## src/verilog/period_timer_consts.vh

```
`ifndef PERIOD_TIMER_CONSTS_VH
`define PERIOD_TIMER_CONSTS_VH
// Register byte offsets
`define OFS_COUNT 12'h000
`define OFS_PERIOD 12'h004
`define OFS_CONTROL 12'h008
`define OFS_CONTROL_ONE 12'h00C
`define OFS_HLIMIT 12'h010
`define OFS_STATUS 12'h014
// Reset values
`define COUNT_RST 8'h00
`define PERIOD_RST 8'hFF
`define CTL_RST 8'h00
`define CTL_ONE_RST 5'h00
// timer_control fields
`define CTL_ON 7
`define CTL_PRE_HI 6
`define CTL_PRE_LO 4
// timer_control_one fields
`define POST_HI 4
`define POST_LO 0
// hardware_limit_control mode field
`define MODE_HI 4
`define MODE_LO 0
// Mode encodings
`define MODE_FREE 5'h00
`define MODE_GATE_HI 5'h01
`define MODE_GATE_LO 5'h02
`define MODE_RST_EDGE_R 5'h03
`define MODE_RST_EDGE_F 5'h04
`define MODE_RST_EDGE_B 5'h05
`define MODE_RST_LVL_LO 5'h06
`define MODE_RST_LVL_HI 5'h07
`define MODE_ONESHOT 5'h08
`define MODE_OS_EDGE_R 5'h09
`define MODE_MONO_EDGE_R 5'h10
`define MODE_MONO_EDGE_B 5'h11
`endif

```

## src/verilog/prescaler.v

```verilog
`include "period_timer_consts.vh"
module prescaler #(
  parameter W = 7
) (
  // Clock and reset
  input wire hclk,
  input wire hresetn,
  // Control
  input wire run,
  input wire clear,
  input wire [2:0] sel,
  // Tick out
  output wire tick
);
  reg [W-1:0] cnt_r;
  wire [W-1:0] lim = (({{(W-1){1'b0}}, 1'b1}) << sel) - {{(W-1){1'b0}}, 1'b1};
  assign tick = run && (cnt_r == lim);
  always @(posedge hclk or negedge hresetn) begin
    if (!hresetn) begin
      cnt_r <= {W{1'b0}};
    end else if (clear) begin
      cnt_r <= {W{1'b0}};
    end else if (run) begin
      cnt_r <= tick ? {W{1'b0}} : cnt_r + {{(W-1){1'b0}}, 1'b1};
    end
  end
endmodule // prescaler

```

## src/verilog/postscaler.v

```verilog
`include "period_timer_consts.vh"
module postscaler (
  // Clock and reset
  input wire hclk,
  input wire hresetn,
  // Control
  input wire clear,
  input wire advance,
  input wire [4:0] ratio,
  // Pulse out
  output reg pulse_r
);
  reg [4:0] cnt_r;
  wire hit = advance && (cnt_r == ratio);
  always @(posedge hclk or negedge hresetn) begin
    if (!hresetn) begin
      cnt_r <= 5'h00;
      pulse_r <= 1'b0;
    end else begin
      pulse_r <= hit && !clear;
      if (clear || hit) begin
        cnt_r <= 5'h00;
      end else if (advance) begin
        cnt_r <= cnt_r + 5'h01;
      end
    end
  end
endmodule // postscaler

```

## src/verilog/period_timer.v

```verilog
`include "period_timer_consts.vh"
module period_timer #(
  parameter PRE_W = 7
) (
  // AHB-Lite slave
  input wire hclk,
  input wire hresetn,
  input wire hsel,
  input wire [11:0] haddr,
  input wire [1:0] htrans,
  input wire hwrite,
  input wire [2:0] hsize,
  input wire [31:0] hwdata,
  input wire hready,
  output reg [31:0] hrdata,
  output wire hreadyout,
  output wire hresp,
  // External hardware reset/gate source
  input wire ext_reset_src,
  input wire debug_freeze,
  // Outputs to converter, waveform unit and PWM logic
  output wire postscaled_pulse,
  output wire adc_trigger,
  output wire shutdown_source,
  output reg [7:0] pwm_count,
  output reg pwm_period_match,
  output reg pwm_tick
);
  reg [7:0] timer_count_r;
  reg [7:0] period_value_r;
  reg [7:0] timer_control_r;
  reg [4:0] timer_control_one_r;
  reg [4:0] hardware_limit_control_r;
  reg halted_r;
  reg ext_prev_r;
  reg wr_pend_r;
  reg [11:0] wr_addr_r;
  reg [7:0] timer_count_nxt;
  reg halted_nxt;
  reg clear_on;
  reg run_en;
  reg ext_rst;

  wire [4:0] mode = hardware_limit_control_r;
  wire timer_on_bit = timer_control_r[`CTL_ON];
  wire ext_in = debug_freeze ? ext_prev_r : ext_reset_src;
  wire rise = ext_in && !ext_prev_r;
  wire fall = !ext_in && ext_prev_r;
  wire tick;
  wire match = timer_count_r == period_value_r;
  wire wr_count = wr_pend_r && (wr_addr_r == `OFS_COUNT);
  wire wr_ctl = wr_pend_r && (wr_addr_r == `OFS_CONTROL);
  wire wr_ctl_one = wr_pend_r && (wr_addr_r == `OFS_CONTROL_ONE);
  wire wr_hlt = wr_pend_r && (wr_addr_r == `OFS_HLIMIT);
  wire scaler_clear = wr_count || wr_ctl || ext_rst;
  // A count write wins over a period match, so no advance is reported
  wire adv = tick && match && !ext_rst && !wr_count;

  function is_oneshot;
    input [4:0] m;
    begin
      is_oneshot = (m == `MODE_ONESHOT) || (m == `MODE_OS_EDGE_R);
    end
  endfunction

  function is_mono;
    input [4:0] m;
    begin
      is_mono = (m == `MODE_MONO_EDGE_R) || (m == `MODE_MONO_EDGE_B);
    end
  endfunction

  // Gate, reset and stop control from the mode field
  always @* begin
    run_en = timer_on_bit && !halted_r;
    ext_rst = 1'b0;
    halted_nxt = halted_r;
    case (mode)
      `MODE_FREE: begin
        run_en = run_en;
      end
      `MODE_GATE_HI: begin
        run_en = run_en && ext_in;
      end
      `MODE_GATE_LO: begin
        run_en = run_en && !ext_in;
      end
      `MODE_RST_EDGE_R: begin
        ext_rst = rise;
      end
      `MODE_RST_EDGE_F: begin
        ext_rst = fall;
      end
      `MODE_RST_EDGE_B: begin
        ext_rst = rise || fall;
      end
      `MODE_RST_LVL_LO: begin
        ext_rst = !ext_in;
      end
      `MODE_RST_LVL_HI: begin
        ext_rst = ext_in;
      end
      `MODE_ONESHOT: begin
        run_en = run_en;
      end
      `MODE_OS_EDGE_R: begin
        ext_rst = rise;
      end
      `MODE_MONO_EDGE_R: begin
        ext_rst = rise;
      end
      `MODE_MONO_EDGE_B: begin
        ext_rst = rise || fall;
      end
      default: begin
        run_en = run_en;
      end
    endcase
    ext_rst = ext_rst && timer_on_bit;
    if (ext_rst && is_mono(mode)) begin
      halted_nxt = 1'b0;
    end else if (adv && (is_oneshot(mode) || is_mono(mode))) begin
      halted_nxt = 1'b1;
    end
    if (wr_ctl) begin
      halted_nxt = 1'b0;
    end
    clear_on = adv && is_oneshot(mode);
  end

  // Count next value
  always @* begin
    timer_count_nxt = timer_count_r;
    if (wr_count) begin
      timer_count_nxt = hwdata[7:0];
    end else if (ext_rst) begin
      timer_count_nxt = `COUNT_RST;
    end else if (tick) begin
      timer_count_nxt = match ? `COUNT_RST : timer_count_r + 8'h01;
    end
  end

  prescaler #(
    .W(PRE_W)
  ) u_pre (
    .hclk(hclk),
    .hresetn(hresetn),
    .run(run_en),
    .clear(scaler_clear),
    .sel(timer_control_r[`CTL_PRE_HI:`CTL_PRE_LO]),
    .tick(tick)
  );

  // One-shot with nonzero ratio simply never reaches its pulse
  postscaler u_post (
    .hclk(hclk),
    .hresetn(hresetn),
    .clear(scaler_clear),
    .advance(adv),
    .ratio(timer_control_one_r[`POST_HI:`POST_LO]),
    .pulse_r(postscaled_pulse)
  );

  assign adc_trigger = postscaled_pulse;
  assign shutdown_source = postscaled_pulse;
  assign hreadyout = 1'b1;
  assign hresp = 1'b0;

  // Timer state
  always @(posedge hclk or negedge hresetn) begin
    if (!hresetn) begin
      timer_count_r <= `COUNT_RST;
      halted_r <= 1'b0;
      ext_prev_r <= 1'b0;
      pwm_count <= `COUNT_RST;
      pwm_period_match <= 1'b0;
      pwm_tick <= 1'b0;
    end else begin
      timer_count_r <= timer_count_nxt;
      halted_r <= halted_nxt;
      ext_prev_r <= ext_in;
      pwm_count <= timer_count_nxt;
      pwm_period_match <= adv;
      pwm_tick <= tick;
    end
  end

  // Bus address phase capture and register writes
  always @(posedge hclk or negedge hresetn) begin
    if (!hresetn) begin
      wr_pend_r <= 1'b0;
      wr_addr_r <= 12'h000;
      period_value_r <= `PERIOD_RST;
      timer_control_r <= `CTL_RST;
      timer_control_one_r <= `CTL_ONE_RST;
      hardware_limit_control_r <= `MODE_FREE;
    end else begin
      if (hready) begin
        wr_pend_r <= hsel && htrans[1] && hwrite;
        wr_addr_r <= {haddr[11:2], 2'b00};
      end else begin
        wr_pend_r <= 1'b0;
      end
      if (wr_pend_r && (wr_addr_r == `OFS_PERIOD)) begin
        period_value_r <= hwdata[7:0];
      end
      if (wr_ctl) begin
        timer_control_r <= hwdata[7:0];
      end else if (clear_on) begin
        timer_control_r[`CTL_ON] <= 1'b0;
      end
      if (wr_ctl_one) begin
        timer_control_one_r <= hwdata[`POST_HI:`POST_LO];
      end
      if (wr_hlt) begin
        hardware_limit_control_r <= hwdata[`MODE_HI:`MODE_LO];
      end
    end
  end

  // Read data registered at the address phase
  always @(posedge hclk or negedge hresetn) begin
    if (!hresetn) begin
      hrdata <= 32'h0000_0000;
    end else if (hready && hsel && htrans[1] && !hwrite) begin
      case ({haddr[11:2], 2'b00})
        `OFS_COUNT: hrdata <= {24'h00_0000, timer_count_r};
        `OFS_PERIOD: hrdata <= {24'h00_0000, period_value_r};
        `OFS_CONTROL: hrdata <= {24'h00_0000, timer_control_r};
        `OFS_CONTROL_ONE: hrdata <= {27'h000_0000, timer_control_one_r};
        `OFS_HLIMIT: hrdata <= {27'h000_0000, hardware_limit_control_r};
        `OFS_STATUS: hrdata <= {29'h0000_0000, ext_prev_r, halted_r, run_en};
        default: hrdata <= 32'h0000_0000;
      endcase
    end
  end
endmodule // period_timer

```

## config.mk

```make
export PLATFORM = sky130hd
export DESIGN_NAME = period_timer
export DESIGN_NICKNAME = d
export VERILOG_FILES = /design/src/verilog/prescaler.v /design/src/verilog/postscaler.v /design/src/verilog/period_timer.v
export VERILOG_INCLUDE_DIRS = /design/src /design/src/verilog
export SDC_FILE = /design/constraint.sdc
export NUM_CORES = 1
export LEC_CHECK = 0
export ABC_AREA = 1
export BUFFER_PORTS_ARGS = -buffer_cell sky130_fd_sc_hd__buf_2
export CAP_MARGIN = 20
export CORE_MARGIN = 1
export CORE_UTILIZATION = 49
export CTS_BUF_LIST = sky130_fd_sc_hd__clkbuf_16
export CTS_CLUSTER_SIZE = 20
export DETAILED_ROUTE_END_ITERATION = 8
export HOLD_SLACK_MARGIN = 0.12
export PLACE_DENSITY = 0.89
export REMOVE_ABC_BUFFERS = 1
export SLEW_MARGIN = 10
export SYNTH_ARGS = -nofsm -noshare
export SYNTH_HDL_FRONTEND = slang
export SYNTH_SLANG_ARGS = --single-unit
```

## constraint.sdc

```tcl
create_clock -name hclk -period 1.5 [get_ports hclk]
set_input_delay 0.15 -clock hclk [delete_from_list [all_inputs] [get_ports hclk]]
set_output_delay 0.15 -clock hclk [all_outputs]
set_load 0.01 [all_outputs]
```

==> out/qor.txt, run 1 <==
Slowest cell delay on critical path - 560 ps
Total CTS buffers - 9
CTS tree - built
Outcome - complete, but fails checks
Most common cell after layout, fill and taps aside - nand2_1
Inst Count DP - 820
Vias/cell - 6.29
FMAX - 419 MHz
CP Capture Type - flip-flop
Setup slack after layout - -884 ps
Number of global-route vias before repair - 5,169
Fin Hold WS - 143 ps
Setup TNS - -15,890 ps
Htree depth - 3
Die width - 97.0 um
Async S/R FF share, synth - 100%
Distinct cells, synth - 38
Setup violations, final - 54
Post-DP Area - 5220 um^2
N_diodes - 0
First-pass GRT wire length - 25,200 um
Synth Instances - 600
Input/output buffers - 46
I/O pins - 103
Fin nets - 828
Final instance area - 6480 um^2
CTS clk-pin slew, worst paths - 70 ps
Die area - 9400 um^2
Core Rows - 34
Final Non-Filler Cells - 880
Drt wl/cell - 21.6 um
Initial Util - 50.7%
Filler instances - 506
Detail Placement HPWL - 9190 um
Clock sink count - 70
Core Area - 8720 um^2
Total global routing track utilization - 33.9%
Crit path cell chain - inv_2, nand3_1, nand2_1, nor2_4, nand3_2, nor2_4, nand3_1, o21ai_1, nand2_1
Min Tclk post-route - 2380 ps
Clock root cell - clkbuf_16
Clk buf depth - 2
CP max-delay cell - dfrtp_1
Final period util - 159%
Commonest non-fill, non-tap cells in the layout - nand2_1, inv_1, buf_4, dfrtp_1, buf_2
Max rail drop VDD - 657 uV
Pwr Density - 768 nW/um^2
Final Hold Viols - 0
DRC - 1
Worst EP required - 1720 ps
Total wire length - 19,000 um
Post-Synthesis Cell Area - 4420 um^2
P_leak - 3.46 nW
Grt ovf - 0
Syn Area/Cell - 7.37 um^2
Pre-antenna DRT Iters - 9
Initial antenna violation count - 1
Yosys reg bits - 70
P&R area growth vs syn - 46.7%
WS Path Type - reg2reg
Critical path startpoint category - flip-flop
Die H - 97.0 um
CP Max Fanout - 6
Synth Warn # - 0
Worst skew pair latency - 370 ps
Ys flop type - dfrtp_1
Hold crit path type - in2reg
Drt initial violations - 864
Pins Over Slew Limit - 0
Largest net degree at the start of global routing - 43
Number of max-cap violations - 0
RSZ-0062 raised after global routing - yes
Layout cells sized above 1 - 40.4%
Sequential-to-total area share from yosys stat - 39.9%
Failing checks - design-rule violations, negative setup slack
DR vias - 5,533
Total chip power - 0.00498 W
GPL Wtd Cong - 0.952
Worst Clk Skew - 9.40 ps
ANT nets after route - 0
Post-synth EDFFs - 0
Worst path arrival time - 2610 ps
==> registers in the layout, summed over array words and instances, names as in the netlist <==
| register | cells |
|---|---|
| hrdata | 8 |
| pwm_tick | 1 |
| u_post.cnt_r | 5 |
| pwm_period_match | 1 |
| timer_control_one_r | 5 |
| u_post.pulse_r | 1 |
| halted_r | 1 |
| timer_control_r | 8 |
| ext_prev_r | 1 |
| hardware_limit_control_r | 5 |
| timer_count_r | 8 |
| u_pre.cnt_r | 7 |
| period_value_r | 8 |
| wr_pend_r | 1 |
| wr_addr_r | 10 |
==> synthesized netlist by cell type (3+ instances only) <==
library cell	number	area, um^2
nand4_1	14	87.6
buf_6	3	33.8
ha_1	5	62.6
o21ai_1	6	30.0
xor2_1	12	105
nor2_1	48	180
o21ai_0	48	240
dfstp_2	8	210
nor2_2	5	31.3
nand2_1	153	574
a21oi_1	16	80.1
xnor2_1	4	35.0
o22ai_1	11	68.8
inv_2	6	22.5
dfrtp_1	62	1550
nand3_1	39	195
nand2_4	3	33.8
clkbuf_1	4	15.0
inv_1	88	330
nor3_1	9	45.0
nor2_4	5	56.3
buf_4	28	210
nand3_2	5	50.1
==> power by group <==
| group | switching, W | leakage, nW | internal [W] |
|---|---|---|---|
| clock | 0.00100 | 0.138 | 0.00129 |
| sequential | 0.0000596 | 0.867 | 0.00195 |
| combinational | 0.000415 | 2.45 | 0.000253 |
==> stage by stage <==
stage | worst slack, ps | util [%]
after CTS | -230 | 69.7
after floorplan | -172 | -
after detailed placement | -335 | 59.9
after global placement | -191 | 59.9
after global routing | -908 | 74.3
final | -884 | 74.3
==> layer usage <==
| metal | part of all wire (%) | GRT usage [%] | vias up | routed length [um] |
|---|---|---|---|---|
| met1 | 34 | 37.2 | 2516 | 6370 |
| met4 | 8.9 | 24.2 | 2 | 1680 |
| met5 | 0.058 | 0 | - | 11 |
| met3 | 13 | 9.75 | 225 | 2440 |
| li1 | - | - | 2203 | - |
| met2 | 45 | 56.2 | 587 | 8510 |
==> what timing repair did <==
| item | CTS | global route |
|---|---|---|
| setup endpoints to repair | 36 | 54 |
| hold buffers | 20 | 0 |
| gates resized for setup | 69 | 112 |
| pin swaps | 29 | 28 |
| gates cloned | 2 | 2 |
| buffers inserted | 15 | 6 |
| endpoints found under the hold margin | 54 | 0 |
==> final timing paths <==
kind | start | end | slack [ps] | depth (start not counted)
worst max-delay path | timer_control_r[4] | timer_control_r[7] | -880 | 9
worst min-delay path | haddr[6] | wr_addr_r[6] | 140 | 4
worst max register to register | timer_control_r[4] | timer_control_r[7] | -880 | 9
worst min register to register | hrdata[0] | hrdata[0] | 480 | 2
max in group asynchronous | hresetn | period_value_r[5] | 590 | 3
min in group asynchronous | hresetn | wr_addr_r[7] | 260 | 2
==> kinds of logic (layout without fill, tap and decap cells) <==
family	Yosys count	after routing	synth area share, %
simple gates	291	292	30.9
buf+inv	130	277	14.0
compound gates	84	84	10.1
flops	70	70	39.9
xor+xnor	16	16	3.17
fa+ha+maj	5	5	1.42
other cells	2	26	0.170
mux	2	2	0.510
==> cell type report <==
type / instances / area (um^2) / area share (%)
flip-flops and latches: 70 / 1770 / 27.3
well taps: 108 / 135 / 2.08
clock buffers: 9 / 225 / 3.47
clock inverters: 7 / 75.1 / 1.16
repair buffers: 167 / 1300 / 20.1
inverters: 94 / 368 / 5.68
multi-input cells: 425 / 2610 / 40.3
==> worst max-delay path, delay by kind of cell, from the launching register on <==
family | cells | cell delay [ps]
buf+inv | 1 | 160
simple gates | 7 | 1110
flops | 1 | 560
compound gates | 1 | 400
No activity file was read; power rests on OpenSTA's default activity.
==> inputs of run 2 (changes only) <==
--- a/config.mk
+++ b/config.mk
@@ -6,7 +6,7 @@
 export SDC_FILE = /design/constraint.sdc
 export NUM_CORES = 1
 export LEC_CHECK = 0
-export ABC_AREA = 1
+export ABC_AREA = 0
 export BUFFER_PORTS_ARGS = -buffer_cell sky130_fd_sc_hd__buf_2
 export CAP_MARGIN = 20
 export CORE_MARGIN = 1
==> run 2 against run 1 <==
Net effect: the flow finishes with violations (negative setup slack); hold slack gained 12 ps; design area down 3.9%; clock skew about the same; sequential cell count stayed put; critical endpoint is now halted_r; largest cell class unchanged; highest routed layer is now met4.
==> out/qor.txt, run 2 <==
CP Capture Type - flip-flop
Initial antenna violation count - 0
Total wire length - 17,600 um
Critical path startpoint category - flip-flop
Input/output buffers - 46
GPL Wtd Cong - 0.949
Filler instances - 455
Setup slack after layout - -985 ps
CP max-delay cell - or4_4
Worst skew pair latency - 340 ps
Core Rows - 33
Clock sink count - 70
Max rail drop VDD - 820 uV
Synth Instances - 419
Number of global-route vias before repair - 4,290
Grt met2 use - 59.1%
Worst slew pin tran - 538 ps
Detail Placement HPWL - 8930 um
Clk buf depth - 2
Core Area - 8260 um^2
Max reg flops - 10
Min Tclk post-route - 2480 ps
Pwr Density - 1020 nW/um^2
Post-synth EDFFs - 0
Outcome - complete, but fails checks
WS Path Type - reg2reg
Vias/cell - 6.61
Setup violations, final - 52
Post-Synthesis Cell Area - 4210 um^2
Largest net degree at the start of global routing - 30
Die width - 94.6 um
Top-area cell type share of the netlist area - 36.9%
Hold crit path type - in2reg
Crit path cell chain - mux2i_2, inv_2, ha_4, nor2b_4, nand4b_1, a31oi_2, or3_4, or4_4, a211oi_2
Commonest non-fill, non-tap cells in the layout - buf_4, dfrtp_1, buf_2, nand2_1, conb_1
Clock root cell - clkbuf_16
Cell accounting for the most synthesized area - dfrtp_1
Worst path arrival time - 2740 ps
Largest reg by FF count - wr_addr_r
P&R area growth vs syn - 48.1%
Die area - 8960 um^2
Final period util - 166%
Pins Over Slew Limit - 0
Initial Util - 50.9%
Number of max-cap violations - 0
Failing checks - negative setup slack
Synth area leaders - dfrtp_1, mux2_2, buf_4, dfstp_2, nand2_1
Worst slew margin - 63.7%
Setup TNS - -34,510 ps
DR vias - 4,529
Worst Clk Skew - 9.80 ps
First-pass GRT wire length - 24,300 um
Count leader, synth - dfrtp_1
RSZ-0062 raised after global routing - yes
CTS tree - built
Htree depth - 3
Most common cell after layout, fill and taps aside - buf_4
Drt wl/cell - 25.6 um
ANT nets after route - 0
Fin nets - 636
Yosys reg bits - 70
P_leak - 2.89 nW
CP delay by family, top - simple AND/OR/NAND/NOR gates
FMAX - 402 MHz
Pre-CTS setup slack - -850 ps
CTS clk-pin slew, worst paths - 70 ps
Sequential-to-total area share from yosys stat - 41.9%
Slowest cell delay on critical path - 530 ps
Total global routing track utilization - 37.7%
Syn Area/Cell - 10.0 um^2
Drt initial violations - 440
Layout cells sized above 1 - 53.1%
DRC - 0
I/O pins - 103
Global route hottest layer - met2
N_diodes - 0
Final Hold Viols - 0
Met3 usage - 10.2%
Die H - 94.6 um
Total CTS buffers - 9
CP Max Fanout - 2
Worst EP required - 1760 ps
Distinct cells, synth - 61
Most frequent cells after synthesis - dfrtp_1, nand2_1, mux2_2
Pre-antenna DRT Iters - 8
Ys flop type - dfrtp_1
Async S/R FF share, synth - 100%
Buffers and inverters on the worst path - 1
Grt ovf - 0
Synth Warn # - 0
Met1 Usage GRT - 43.3%
==> run 2: report_power, final <==
group          internal (W)  total [W]  switching (W)
Clock               0.00128    0.00218       0.000902
Combinational      0.000882    0.00196        0.00108
Sequential          0.00205    0.00224       0.000184
Total               0.00421    0.00638        0.00217
==> run 2: repair_timing <==
action,in CTS,in global routing
gates resized for setup,91,58
endpoints found under the hold margin,32,0
endpoints found under the setup margin,52,58
buffers inserted,13,14
gates cloned,0,1
hold buffers,13,0
pin swaps,33,26
==> run 2: area by class of cell <==
type | count | area (um^2) | share of cell area [%]
Multi-Input combinational cell | 313 | 2670 | 42.8
Inverter | 10 | 41.3 | 0.663
Tap cell | 105 | 131 | 2.11
Clock buffer | 9 | 225 | 3.62
Sequential cell | 70 | 1770 | 28.4
Clock inverter | 7 | 66.3 | 1.07
Timing Repair Buffer | 171 | 1330 | 21.3
==> run 2: routing by layer <==
layer | part of all wire [%] | vias to the layer above
met5 | 0 | -
met4 | 8.8 | 0
met3 | 11 | 167
met2 | 46 | 443
met1 | 35 | 2153
li1 | - | 1766
==> run 2: cell families after synthesis <==
logic type	count (synthesis)	share of synthesized area (%)
fa+ha+maj	5	1.49
compound gates	71	10.7
mux	50	14.1
buf+inv	61	9.37
simple gates	141	18.3
xor+xnor	19	3.96
other cells	2	0.179
flops	70	41.9
==> run 2: path summary, 6_finish.rpt <==
kind / slack (ps) / startpoint / depth (start not counted) / endpoint
max in group asynchronous: 570 / hresetn / 3 / period_value_r[2]
setup reg to reg: -980 / ext_prev_r / 9 / halted_r
setup / recovery: -980 / ext_prev_r / 9 / halted_r
hold / removal: 160 / hwdata[0] / 2 / timer_control_one_r[0]
hold reg to reg: 480 / hrdata[1] / 2 / hrdata[1]
min in group asynchronous: 320 / hresetn / 2 / u_pre.cnt_r[6]
==> run 2: worst register-to-register path: stages (launching register included) <==
cell	delay, ps
dfrtp_1	420
mux2i_2	220
inv_2	90
ha_4	160
nor2b_4	120
nand4b_1	160
a31oi_2	130
or3_4	360
or4_4	530
a211oi_2	200
==> run 2: stage by stage <==
step | std cells | cell area, um^2 | util, % | hold WS, ps | power [W]
3_5_place_dp | 634 | 5010 | 60.7 | 131 | 0.00356
3_3_place_gp | 634 | 5010 | 60.7 | 128 | 0.00345
2_1_floorplan | 392 | 3940 | - | -146 | 0.00286
6_report | 685 | 6230 | 75.4 | 155 | 0.00638
5_1_grt | 685 | 6230 | 75.4 | 168 | 0.00656
4_1_cts | 674 | 5900 | 71.4 | 124 | 0.00594
==> inputs of run 3 (changes only) <==
--- a/config.mk
+++ b/config.mk
@@ -9,6 +9,7 @@
 export ABC_AREA = 0
 export BUFFER_PORTS_ARGS = -buffer_cell sky130_fd_sc_hd__buf_2
 export CAP_MARGIN = 20
+export CORE_ASPECT_RATIO = 1.1
 export CORE_MARGIN = 1
 export CORE_UTILIZATION = 49
 export CTS_BUF_LIST = sky130_fd_sc_hd__clkbuf_16
==> run 3 against run 2 <==
Net effect: the flow still finishes with violations (negative setup slack); die area about the same; wire length grew 1.7%; setup slack worse by 41 ps; non-clock buffer count is 6 lower; largest cell class unchanged.
==> out/qor.txt, run 3 (same netlist as run 2, synthesis figures left out) <==
Outcome - complete, but fails checks
Failing checks - negative setup slack
DRC - 0
Worst Clk Skew - 10.3 ps
Drt initial violations - 523
Total chip power - 0.00608 W
Setup slack after layout - -1030 ps
Filler instances - 473
Min Tclk post-route - 2530 ps
Vias/cell - 6.65
Reg area - 1760 um^2
ANT nets after route - 0
P&R area growth vs syn - 45.5%
Total CTS buffers - 9
Number of global-route vias before repair - 4,428
Layout cells sized above 1 - 52.2%
Internal Power - 0.00397 W
Core Area - 8360 um^2
Initial Util - 50.3%
Critical path startpoint category - flip-flop
P_leak - 2.86 nW
Worst slew margin - 54.2%
CTS tree - built
Setup TNS - -33,900 ps
Final Non-Filler Cells - 684
Final period util - 168%
Switching Share - 34.7%
Worst slew pin tran - 681 ps
Clock network fraction of design power - 32.8%
Hold crit path type - in2reg
Die H - 99.2 um
Multi-input logic area - 2660 um^2
Fin nets - 629
Total wire length - 17,800 um
Inst Count DP - 634
Worst EP required - 1760 ps
Core Rows - 35
Detail Placement HPWL - 8480 um
Pwr Density - 993 nW/um^2
Switching pwr - 0.00211 W
Max rail drop VDD - 698 uV
FMAX - 396 MHz
Share of power burned in registers - 36.7%
Final Hold Viols - 0
Setup violations, final - 54
Max reg flops - 10
Htree depth - 3
Grt ovf - 0
Total global routing track utilization - 36.1%
I/O pins - 103
Final instance area - 6120 um^2
Pre-antenna DRT Iters - 6
Largest net degree at the start of global routing - 71
Input/output buffers - 46
Combinational Power Share - 30.5%
Largest reg by FF count - wr_addr_r
RSZ-0062 raised after global routing - yes
Clk buf depth - 2
Most common cell after layout, fill and taps aside - buf_4
GPL Wtd Cong - 0.889
Initial antenna violation count - 0
N_diodes - 0
DR vias - 4,547
Number of max-cap violations - 0
Clock root cell - clkbuf_16
Pre-CTS setup slack - -823 ps
Die area - 8960 um^2
Clock sink count - 70
Die width - 90.3 um
CTS clk-pin slew, worst paths - 60 ps
WS Path Type - reg2reg
Worst path arrival time - 2780 ps
First-pass GRT wire length - 24,200 um
Drt wl/cell - 26.1 um
Post-DP Area - 4960 um^2
Worst skew pair latency - 350 ps
Commonest non-fill, non-tap cells in the layout - buf_4, dfrtp_1, buf_2, nand2_1, conb_1
CP Capture Type - flip-flop
CP Max Fanout - 2
Pins Over Slew Limit - 0
[run 3: timing repair]
action                     4_1_cts  5_1_grt
setup buffers                   15       12
pin swaps                       28       27
setup endpoints to repair       51       58
resized for setup               83       67
hold endpoints to repair        79        0
cloned                           0        1
hold buffers                    13        0
[run 3: final timing paths]
path                                 start           endpoint  slack (ps)  depth (start not counted)
worst max register to register  ext_prev_r           halted_r       -1030                          9
worst max-delay path            ext_prev_r           halted_r       -1030                          9
max in group asynchronous          hresetn  period_value_r[6]         790                          3
min in group asynchronous          hresetn         ext_prev_r         360                          3
worst min-delay path                  hsel          wr_pend_r         130                          2
worst min register to register   hrdata[7]          hrdata[7]         480                          2
[run 3: final cells by class]
type | instances | area share (%)
Clock buffer | 9 | 3.68
Multi-Input combinational cell | 312 | 43.5
Tap cell | 111 | 2.27
Timing Repair Buffer | 165 | 20.4
Sequential cell | 70 | 28.8
Clock inverter | 7 | 0.675
Inverter | 10 | 0.613
[run 3: power groups by stage]
stage	clock [W]	sequential [W]	combinational, W
after floorplan	0	0.00226	0.000600
after global placement	0	0.00220	0.00124
after detailed placement	0	0.00221	0.00133
after CTS	0.00192	0.00219	0.00154
after global routing	0.00206	0.00224	0.00192
final	0.00199	0.00223	0.00185
[run 3: critical path, stage by stage (launching register included)]
cell      delay (ps)
dfrtp_1          410
mux2i_2          200
inv_2             80
ha_4             150
nor2b_4          120
nand4b_1         220
a31oi_2          150
or3_4            360
or4_4            520
a211oi_4         220
[run 3: metrics by stage]
stage / util, % / hold WS [ps]
after global routing: 73.1 / 136
after global placement: 59.3 / 195
after detailed placement: 59.3 / 202
after CTS: 69.2 / 124
final: 73.1 / 126
after floorplan: - / -146
[run 3: per-layer routing]
layer  track usage [%]  vias to the layer above  wire length [um]
met5                 0                        -                 0
met4              26.7                        0              1630
met3              10.9                      169              2030
met2              58.6                      484              8220
met1              40.4                     2146              5970
li1                  -                     1748                 -
